<file path="config.mk">
export PLATFORM = sky130hd
export DESIGN_NAME = amp_config_serial_port
export DESIGN_NICKNAME = d
export VERILOG_FILES = /design/src/rtl/amp_cfg_pkg.sv /design/src/rtl/amp_cfg_hold.sv /design/src/rtl/amp_config_serial_port.sv
export SDC_FILE = /design/constraint.sdc
export NUM_CORES = 1
export LEC_CHECK = 0
export BUFFER_PORTS_ARGS = -buffer_cell sky130_fd_sc_hd__buf_4
export CAP_MARGIN = 40
export CORE_ASPECT_RATIO = 1.25
export CORE_MARGIN = 2
export CORE_UTILIZATION = 40
export DETAILED_ROUTE_END_ITERATION = 8
export HOLD_SLACK_MARGIN = 0.05
export PLACE_DENSITY = 0.7
export SKIP_LAST_GASP = 1
export SLEW_MARGIN = 40
export SYNTH_ARGS = -nofsm -noshare
export SYNTH_HDL_FRONTEND = slang
export SYNTH_SLANG_ARGS = --single-unit
</file>
<file path="constraint.sdc">
create_clock -name clk_in -period 1.1 [get_ports clk_in]
set_input_delay 0 -clock clk_in [delete_from_list [all_inputs] [get_ports clk_in]]
set_output_delay 0 -clock clk_in [all_outputs]
set_load 0.01 [all_outputs]
</file>
<file path="src/rtl/amp_cfg_pkg.sv">
// amp_cfg_pkg: constants and types for the amplifier configuration serial port
// assumes a single system clock; serial pins are synchronous samples of it
package amp_cfg_pkg;
  localparam int CFG_WIDTH = 5;
  localparam int BIT_GAIN_HI = 4;
  localparam int BIT_GAIN_LO = 3;
  localparam int BIT_AMP_EN = 2;
  localparam int BIT_NULL = 1;
  localparam int BIT_TRISTATE = 0;
  localparam logic [4:0] CFG_RESET = 5'h00;
  localparam logic [2:0] SEL_G0096 = 3'h0;
  localparam logic [2:0] SEL_G0192 = 3'h1;
  localparam logic [2:0] SEL_G0384 = 3'h2;
  localparam logic [2:0] SEL_G0768 = 3'h3;
  localparam logic [2:0] SEL_G1 = 3'h4;
  localparam logic [2:0] SEL_G2 = 3'h5;
  localparam logic [2:0] SEL_UNITY = 3'h6;
  localparam logic [2:0] SEL_NONE = 3'h7;

  typedef struct packed {
    logic gain_hi;
    logic gain_lo;
    logic amplify_enable;
    logic offset_null_sel;
    logic output_tristate;
  } amp_configuration_t;

  typedef struct packed {
    logic [2:0] gain_sel;
    logic atten_path;
    logic amp_path;
    logic null_path;
    logic out_enable;
  } amp_mode_t;

  typedef enum logic [1:0] {
    PORT_IDLE = 2'b01,
    PORT_SHIFT = 2'b10
  } port_state_t;
endpackage

</file>
<file path="src/rtl/amp_cfg_hold.sv">
// amp_cfg_hold: holding register for the applied configuration word
// assumes the caller raises load_in for one cycle per completed write
`timescale 1ns/10ps
module amp_cfg_hold
  import amp_cfg_pkg::*;
(
  input wire logic clk_in,
  input wire logic rst_n_in,
  input wire logic load_in,
  input wire amp_configuration_t data_in,
  output amp_configuration_t hold_out
);
  // zero until written
  always_ff @(posedge clk_in) begin
    if (!rst_n_in) begin
      hold_out <= amp_configuration_t'(CFG_RESET);
    end else if (load_in) begin
      hold_out <= data_in;
    end
  end
endmodule

</file>
<file path="src/rtl/amp_config_serial_port.sv">
// amp_config_serial_port: 5-bit serial configuration port with daisy-chain output
// assumes sck, chip select and sdi are already synchronous to clk_in
//
// Behaviour
// tristate bit disables both outputs
// otherwise mode follows other four bits
// five bits, gain hi first, tristate last
// gain decode for attenuation and amplification
// null bit: inputs off, unity gain
// serial out is shift register's last bit
// host may share or split chip select
// host gives ten clocks for two devices
// access starts only on select fall, sck high
// select fall with sck low changes nothing
// shared host starts conversions with sck low
// shift on rising sck while selected
// select rise loads holding register
// holding register zero before first write
`timescale 1ns/10ps
module amp_config_serial_port
  import amp_cfg_pkg::*;
#(
  parameter int WIDTH = CFG_WIDTH
)(
  input wire logic clk_in,
  input wire logic rst_n_in,
  input wire logic sck_in,
  input wire logic chip_select_n_in,
  input wire logic sdi_in,
  output logic sdo_out,
  output amp_configuration_t config_out,
  output amp_mode_t mode_out,
  output logic analog_oe_n_out
);
  logic sck_q;
  logic cs_q;
  logic [WIDTH-1:0] shift;
  port_state_t state;
  amp_configuration_t hold;
  logic load;
  logic cs_fall;
  logic cs_rise;
  logic sck_rise;

  assign cs_fall = cs_q && !chip_select_n_in;
  assign cs_rise = !cs_q && chip_select_n_in;
  assign sck_rise = !sck_q && sck_in;

  function automatic amp_mode_t decode(input amp_configuration_t c);
    amp_mode_t m;
    m = '0;
    if (c.output_tristate) begin
      // tristate overrides all
      m.gain_sel = SEL_NONE;
      m.out_enable = 1'b0;
    end else if (c.offset_null_sel) begin
      // null unity gain
      m.gain_sel = SEL_UNITY;
      m.null_path = 1'b1;
      m.out_enable = 1'b1;
    end else begin
      // gain decode
      m.out_enable = 1'b1;
      if (!c.amplify_enable) begin
        m.atten_path = 1'b1;
        case ({c.gain_hi, c.gain_lo})
          2'b00: m.gain_sel = SEL_G0096;
          2'b01: m.gain_sel = SEL_G0192;
          2'b10: m.gain_sel = SEL_G0384;
          default: m.gain_sel = SEL_G0768;
        endcase
      end else begin
        // codes 0x/1 unlisted: treated as gain 1 / 2 by low bit
        m.amp_path = 1'b1;
        m.gain_sel = c.gain_lo ? SEL_G2 : SEL_G1;
      end
    end
    return m;
  endfunction

  // pins tracked through reset too, so release shows no false edge
  always_ff @(posedge clk_in) begin
    sck_q <= sck_in;
    cs_q <= chip_select_n_in;
  end

  // qualified select fall
  always_ff @(posedge clk_in) begin
    if (!rst_n_in) begin
      state <= PORT_IDLE;
    end else begin
      case (state)
        PORT_IDLE: begin
          if (cs_fall && sck_q && sck_in) begin
            state <= PORT_SHIFT;
          end
        end
        PORT_SHIFT: begin
          if (chip_select_n_in) begin
            state <= PORT_IDLE;
          end
        end
        default: state <= PORT_IDLE;
      endcase
    end
  end

  // msb first shift
  always_ff @(posedge clk_in) begin
    if (!rst_n_in) begin
      shift <= '0;
    end else if (state == PORT_SHIFT && !chip_select_n_in && sck_rise) begin
      shift <= {shift[WIDTH-2:0], sdi_in};
    end
  end

  // load on select rise
  assign load = (state == PORT_SHIFT) && cs_rise;

  amp_cfg_hold u_hold (
    .clk_in(clk_in),
    .rst_n_in(rst_n_in),
    .load_in(load),
    .data_in(amp_configuration_t'(shift[CFG_WIDTH-1:0])),
    .hold_out(hold)
  );

  // chain output
  always_ff @(posedge clk_in) begin
    if (!rst_n_in) begin
      sdo_out <= 1'b0;
      config_out <= amp_configuration_t'(CFG_RESET);
      mode_out <= decode(amp_configuration_t'(CFG_RESET));
      analog_oe_n_out <= 1'b0;
    end else begin
      sdo_out <= shift[WIDTH-1];
      config_out <= hold;
      mode_out <= decode(hold);
      // active-low enable
      analog_oe_n_out <= hold.output_tristate;
    end
  end
endmodule

</file>
==> run summary, run 1 <==
maxcap violations: 0
CP Cell Sequence: nand2b_4 -> nor4b_4 -> buf_6 -> mux2i_1
Post-synth EDFFs: 0
cells after synthesis: 76
Util after Layout: 55.1%
CP Launch Type: flip-flop
initial antenna violation count: 0
post-synthesis sequential area ratio: 62.2%
All-Layer GR Usage: 11.3%
vias in the first global route: 513
Mapped Area: 870 µm²
Initial Util: 42.9%
count of final max-slew check failures: 0
min-delay src: sck_in
Die Footprint: 2570 µm²
routed vias: 586
Mapped Avg Cell Area: 11.4 µm²
Net Count, Synth: 81
Setup Crit Path Kind: reg -> reg
CTS tree: yes
first-pass GRT wire length: 2.13 mm
dpl ws: -41.2 ps
launch point of the worst path: state[0]
largest net degree at the start of global routing: 15
delay-heaviest family, CP: simple AND/OR/NAND/NOR gates
post-synthesis cell type count: 17
CTS Buffer Depth: 2
clock sinks: 27
die width: 45.7 µm
Synth top cells by count: dfxtp_1 (27), nand2_1 (11), mux2i_1 (10), inv_1 (6), nor2b_1 (6)
GR peak layer: met2
post-synth top area share: 62.2%
Routed WL: 1.34 mm
Area after DPL: 1010 µm²
status: finished with violations
I/O pin total: 19
H-tree depth: 1
Peak VDD IR: 0.609 mV
die height: 56.1 µm
Tmin final: 1110 ps
top-count cell post-synth: dfxtp_1
number of vias per cell: 4.80
Cell Rows: 18
Layout area overhead: 28.5%
GRT met2 Usage: 18.7%
PD cells: 1290 nW/µm²
Synth area leader: dfxtp_1
Arr. time, crit path: 1370 ps
Core Region: 2030 µm²
routed len/inst: 11.0 µm
Synth Register Bits: 27
latest clock arrival within the worst-skew pair: 320 ps
clk slew on worst S/H paths: 130 ps
CP peak stage delay: 350 ps
setup tns final: -24.9 ps
HP Class: in -> reg
DRC violations left: 0
standby leakage power: 0.496 nW
ys flop type: dfxtp_1
port bufs: 18
Root Buffer: clkbuf_4
yosys warns: 0
unrepaired setup endpoints after global routing: true
nets: 108
Tightest Pin Transition: 386 ps
fin crit share: 101%
WP data required: 1360 ps
critical path endpoint category: flip-flop
PnR worst setup slack: -12.0 ps
GRT overflow: 0
Buf/Inv on CP: 1
share of layout cells above drive strength 1: 27.5%
max frequency: 899 MHz
DR iter-0 viols: 3
failing checks: negative setup slack
Routed Antenna Nets: 0
asr flop ratio synth: 0%
final-report hold violation count: 0
Design Area, Final: 1120 µm²
number of setup violations in the final report: 3
DRT Pass-1 Iters: 3
worst flop-to-flop path startpoint: state[0]
Clock Skew: 3.85 ps
slew margin rel.: 74.2%
GR Layer Usage met3: 0.974%
Slowest cell on crit path: dfxtp_2
largest cells by area after synthesis: dfxtp_1 (62%), mux2i_1 (12%), nand2_1 (4.7%), nor2b_1 (4.3%), nor4b_4 (2.7%)
CTS buffer count: 3
n_diodes: 0
routability congestion estimate: 0.699
GR Util met1: 12.7%
overall power: 1.45 mW
CP Max Fanout: 5
area by class of cell:
class                      count  area (µm²)
clock buffer                   4        26.3
fill                         192         910
inverter                       6        22.5
multi-input combinational     39         287
sequential                    27         543
tap                           20        25.0
timing repair buffer          26         214
power by group:
group / switching [mW] / internal (mW)
Clock: 0.265 / 0.142
Sequential: 0.00450 / 0.983
Combinational: 0.0200 / 0.0319
logic make-up after synthesis:
family	count (synthesis)	share of synthesized area [%]
AOI/OAI and AO/OA	4	2.30
buffers and inverters	10	5.32
DFF	27	62.2
muxes	10	11.5
and+or+nand+nor	25	18.7
metrics by stage:
stage,std cells,hold slack (ps)
2_1_floorplan,76,27.7
3_3_place_gp,111,123
3_5_place_dp,111,125
4_1_cts,122,333
5_1_grt,122,365
6_report,122,340
metal layers:
metal,wire (µm),share of wire (%),vias to the layer above
met2,654,49,16
met5,0,0,-
met1,603,45,270
met3,49,3.6,4
li1,-,-,296
met4,36,2.7,0
registers in the layout, summed over array words and instances (netlist names):
name             flops
sdo_out              1
state                2
mode_out             7
analog_oe_n_out      1
shift                5
sck_q                1
cs_q                 1
config_out           4
u_hold.hold_out      5
final timing paths:
path / slack, ps / endpoint / cells past startpoint
min: 340 / sck_q / 2
max reg2reg: -10 / shift[2] / 4
min reg2reg: 460 / config_out[3] / 2
max: -10 / shift[2] / 4
layout by cell type (no fill, tap or decap), drive strengths merged, types with 4 or more instances in the layout:
cell type	synthesis	routed
o21ai	4	4
nor2b	6	6
dfxtp	27	27
dlygate4sd3	0	6
nand2	11	11
inv	6	6
mux2i	10	10
buf	3	20
clkbuf	1	4
repair_timing:
action | CTS | global route
setup endpoints to repair | 10 | 11
setup buffers | 1 | 0
resized for setup | 2 | 2
hold buffers | 6 | 0
endpoints found under the hold margin | 18 | 0
pin swaps | 1 | 1
No activity file was read; power rests on OpenSTA's default activity.
==> run 2, diff against run 1 <==
--- a/config.mk
+++ b/config.mk
@@ -12,6 +12,6 @@
 export CORE_UTILIZATION = 40
 export DETAILED_ROUTE_END_ITERATION = 8
-export HOLD_SLACK_MARGIN = 0.05
-export PLACE_DENSITY = 0.7
+export HOLD_SLACK_MARGIN = 0.1
+export PLACE_DENSITY = 0.68
 export SKIP_LAST_GASP = 1
 export SLEW_MARGIN = 40
==> constraint.sdc (replaced) <==
create_clock -name clk_in -period 1.35 [get_ports clk_in]
set_input_delay 0 -clock clk_in [delete_from_list [all_inputs] [get_ports clk_in]]
set_output_delay 0 -clock clk_in [all_outputs]
set_load 0.05 [all_outputs]
==> run summary, run 2 (synthesis results as in run 1) <==
most common cell after layout, fill and taps aside: dfxtp_1
clk slew on worst S/H paths: 130 ps
worst reg2reg path endpoint: shift[2]
PnR worst setup slack: 102 ps
commonest non-fill, non-tap cells in the layout: dfxtp_1 (27), buf_4 (18), nand2_1 (11), mux2i_1 (10)
Buf/Inv on CP: 0
DR iter-0 viols: 2
largest net degree at the start of global routing: 20
Root Buffer: clkbuf_4
GRT overflow: 0
initial antenna violation count: 0
number of vias per cell: 4.61
CTS tree: yes
Routed WL: 1.24 mm
clock sinks: 27
routed len/inst: 10.5 µm
H-tree depth: 1
Post-CTS Setup Inserts: 0
dpl ws: 131 ps
WP data required: 1610 ps
Tmin final: 1250 ps
routed vias: 544
Top Registers: mode_out: 7 flops, shift: 5 flops, u_hold.hold_out: 5 flops
unrepaired setup endpoints after global routing: false
HP Class: in -> reg
CTS buffer count: 3
Setup Crit Path Kind: reg -> reg
worst flop-to-flop path startpoint: state[0]
Core Region: 2030 µm²
DRC violations left: 0
Initial Util: 42.9%
All-Layer GR Usage: 10.5%
maxcap violations: 0
nets: 104
count of final max-slew check failures: 0
delay-heaviest family, CP: simple AND/OR/NAND/NOR gates
standby leakage power: 0.478 nW
Reg2Reg Setup Slack: 100 ps
min-delay src: sck_in
slew margin rel.: 67.0%
CP Launch Type: flip-flop
Hold Crit Endpoint: sck_q
max frequency: 801 MHz
Cell Rows: 18
die width: 45.7 µm
die height: 56.1 µm
max reg flops: 7
routability congestion estimate: 0.673
setup tns final: 0 ps
vias in the first global route: 462
hold path depth: 2
CTS Hold Buffers Added: 4
share of layout cells above drive strength 1: 24.5%
CP Max Fanout: 5
status: complete, no violations
Die Footprint: 2570 µm²
Slowest cell on crit path: nor4b_4
critical path endpoint category: flip-flop
Tightest Pin Transition: 492 ps
Peak VDD IR: 0.457 mV
n_diodes: 0
overall power: 1.17 mW
port bufs: 18
Util after Layout: 52.9%
number of setup violations in the final report: 0
Clock Skew: 4.44 ps
Reg with most FFs: mode_out
Layout area overhead: 23.3%
Routed Antenna Nets: 0
final-report hold violation count: 0
Reg2Reg Depth: 3
PD cells: 1090 nW/µm²
CP peak stage delay: 450 ps
I/O pin total: 19
DRT Pass-1 Iters: 2
latest clock arrival within the worst-skew pair: 320 ps
Arr. time, crit path: 1500 ps
CP Cell Sequence: nand2b_4 -> nor4b_4 -> mux2i_1
CTS Buffer Depth: 2
post-CTS sizing: 0
first-pass GRT wire length: 1.93 mm
fin crit share: 92.4%
## run 2: changes by cell type in the layout (fill, tap and decap cells not counted), sizes merged
cell	before	now
buf	20	18
dlygate4sd3	6	4
## run 2: how the worst max path moves through the flow
stage | from | to | slack [ps] | cells after the start
after floorplan | state[0] | shift[0] | 250 | 3
after global placement | state[0] | shift[2] | 190 | 3
after detailed placement | state[0] | shift[2] | 130 | 3
after CTS | state[0] | shift[3] | 100 | 3
after global routing | state[0] | shift[3] | 40 | 3
final | state[0] | shift[2] | 100 | 3
## run 2: metal layers
metal / part of all wire [%] / GRT usage (%) / wire [µm]
met1: 47 / 12.9 / 582
met2: 45 / 15.3 / 559
met3: 4.7 / 1.95 / 58
met4: 3.1 / 8.57 / 39
met5: 0 / 0 / 0
## run 2: layout make-up
cell class              count  area, µm²
multi-input cells          39        283
well taps                  20       25.0
flip-flops and latches     27        541
fillers                   193        955
inverters                   6       22.5
clock buffers               4       26.3
repair buffers             22        175
## run 2: power by group
part | leakage, nW | internal, mW | switching, mW | total, mW
clock | 0.0150 | 0.116 | 0.217 | 0.332
sequential | 0.218 | 0.801 | 0.00339 | 0.804
combinational | 0.245 | 0.0214 | 0.0141 | 0.0355
total | 0.478 | 0.938 | 0.234 | 1.17
## run 2: through the flow
step / cell area (µm²) / hold WS, ps / std cells
floorplan: 870 / 27.7 / 76
global placement: 1010 / 125 / 110
detailed placement: 1010 / 127 / 110
CTS: 1070 / 330 / 118
global route: 1070 / 361 / 118
finish: 1070 / 342 / 118
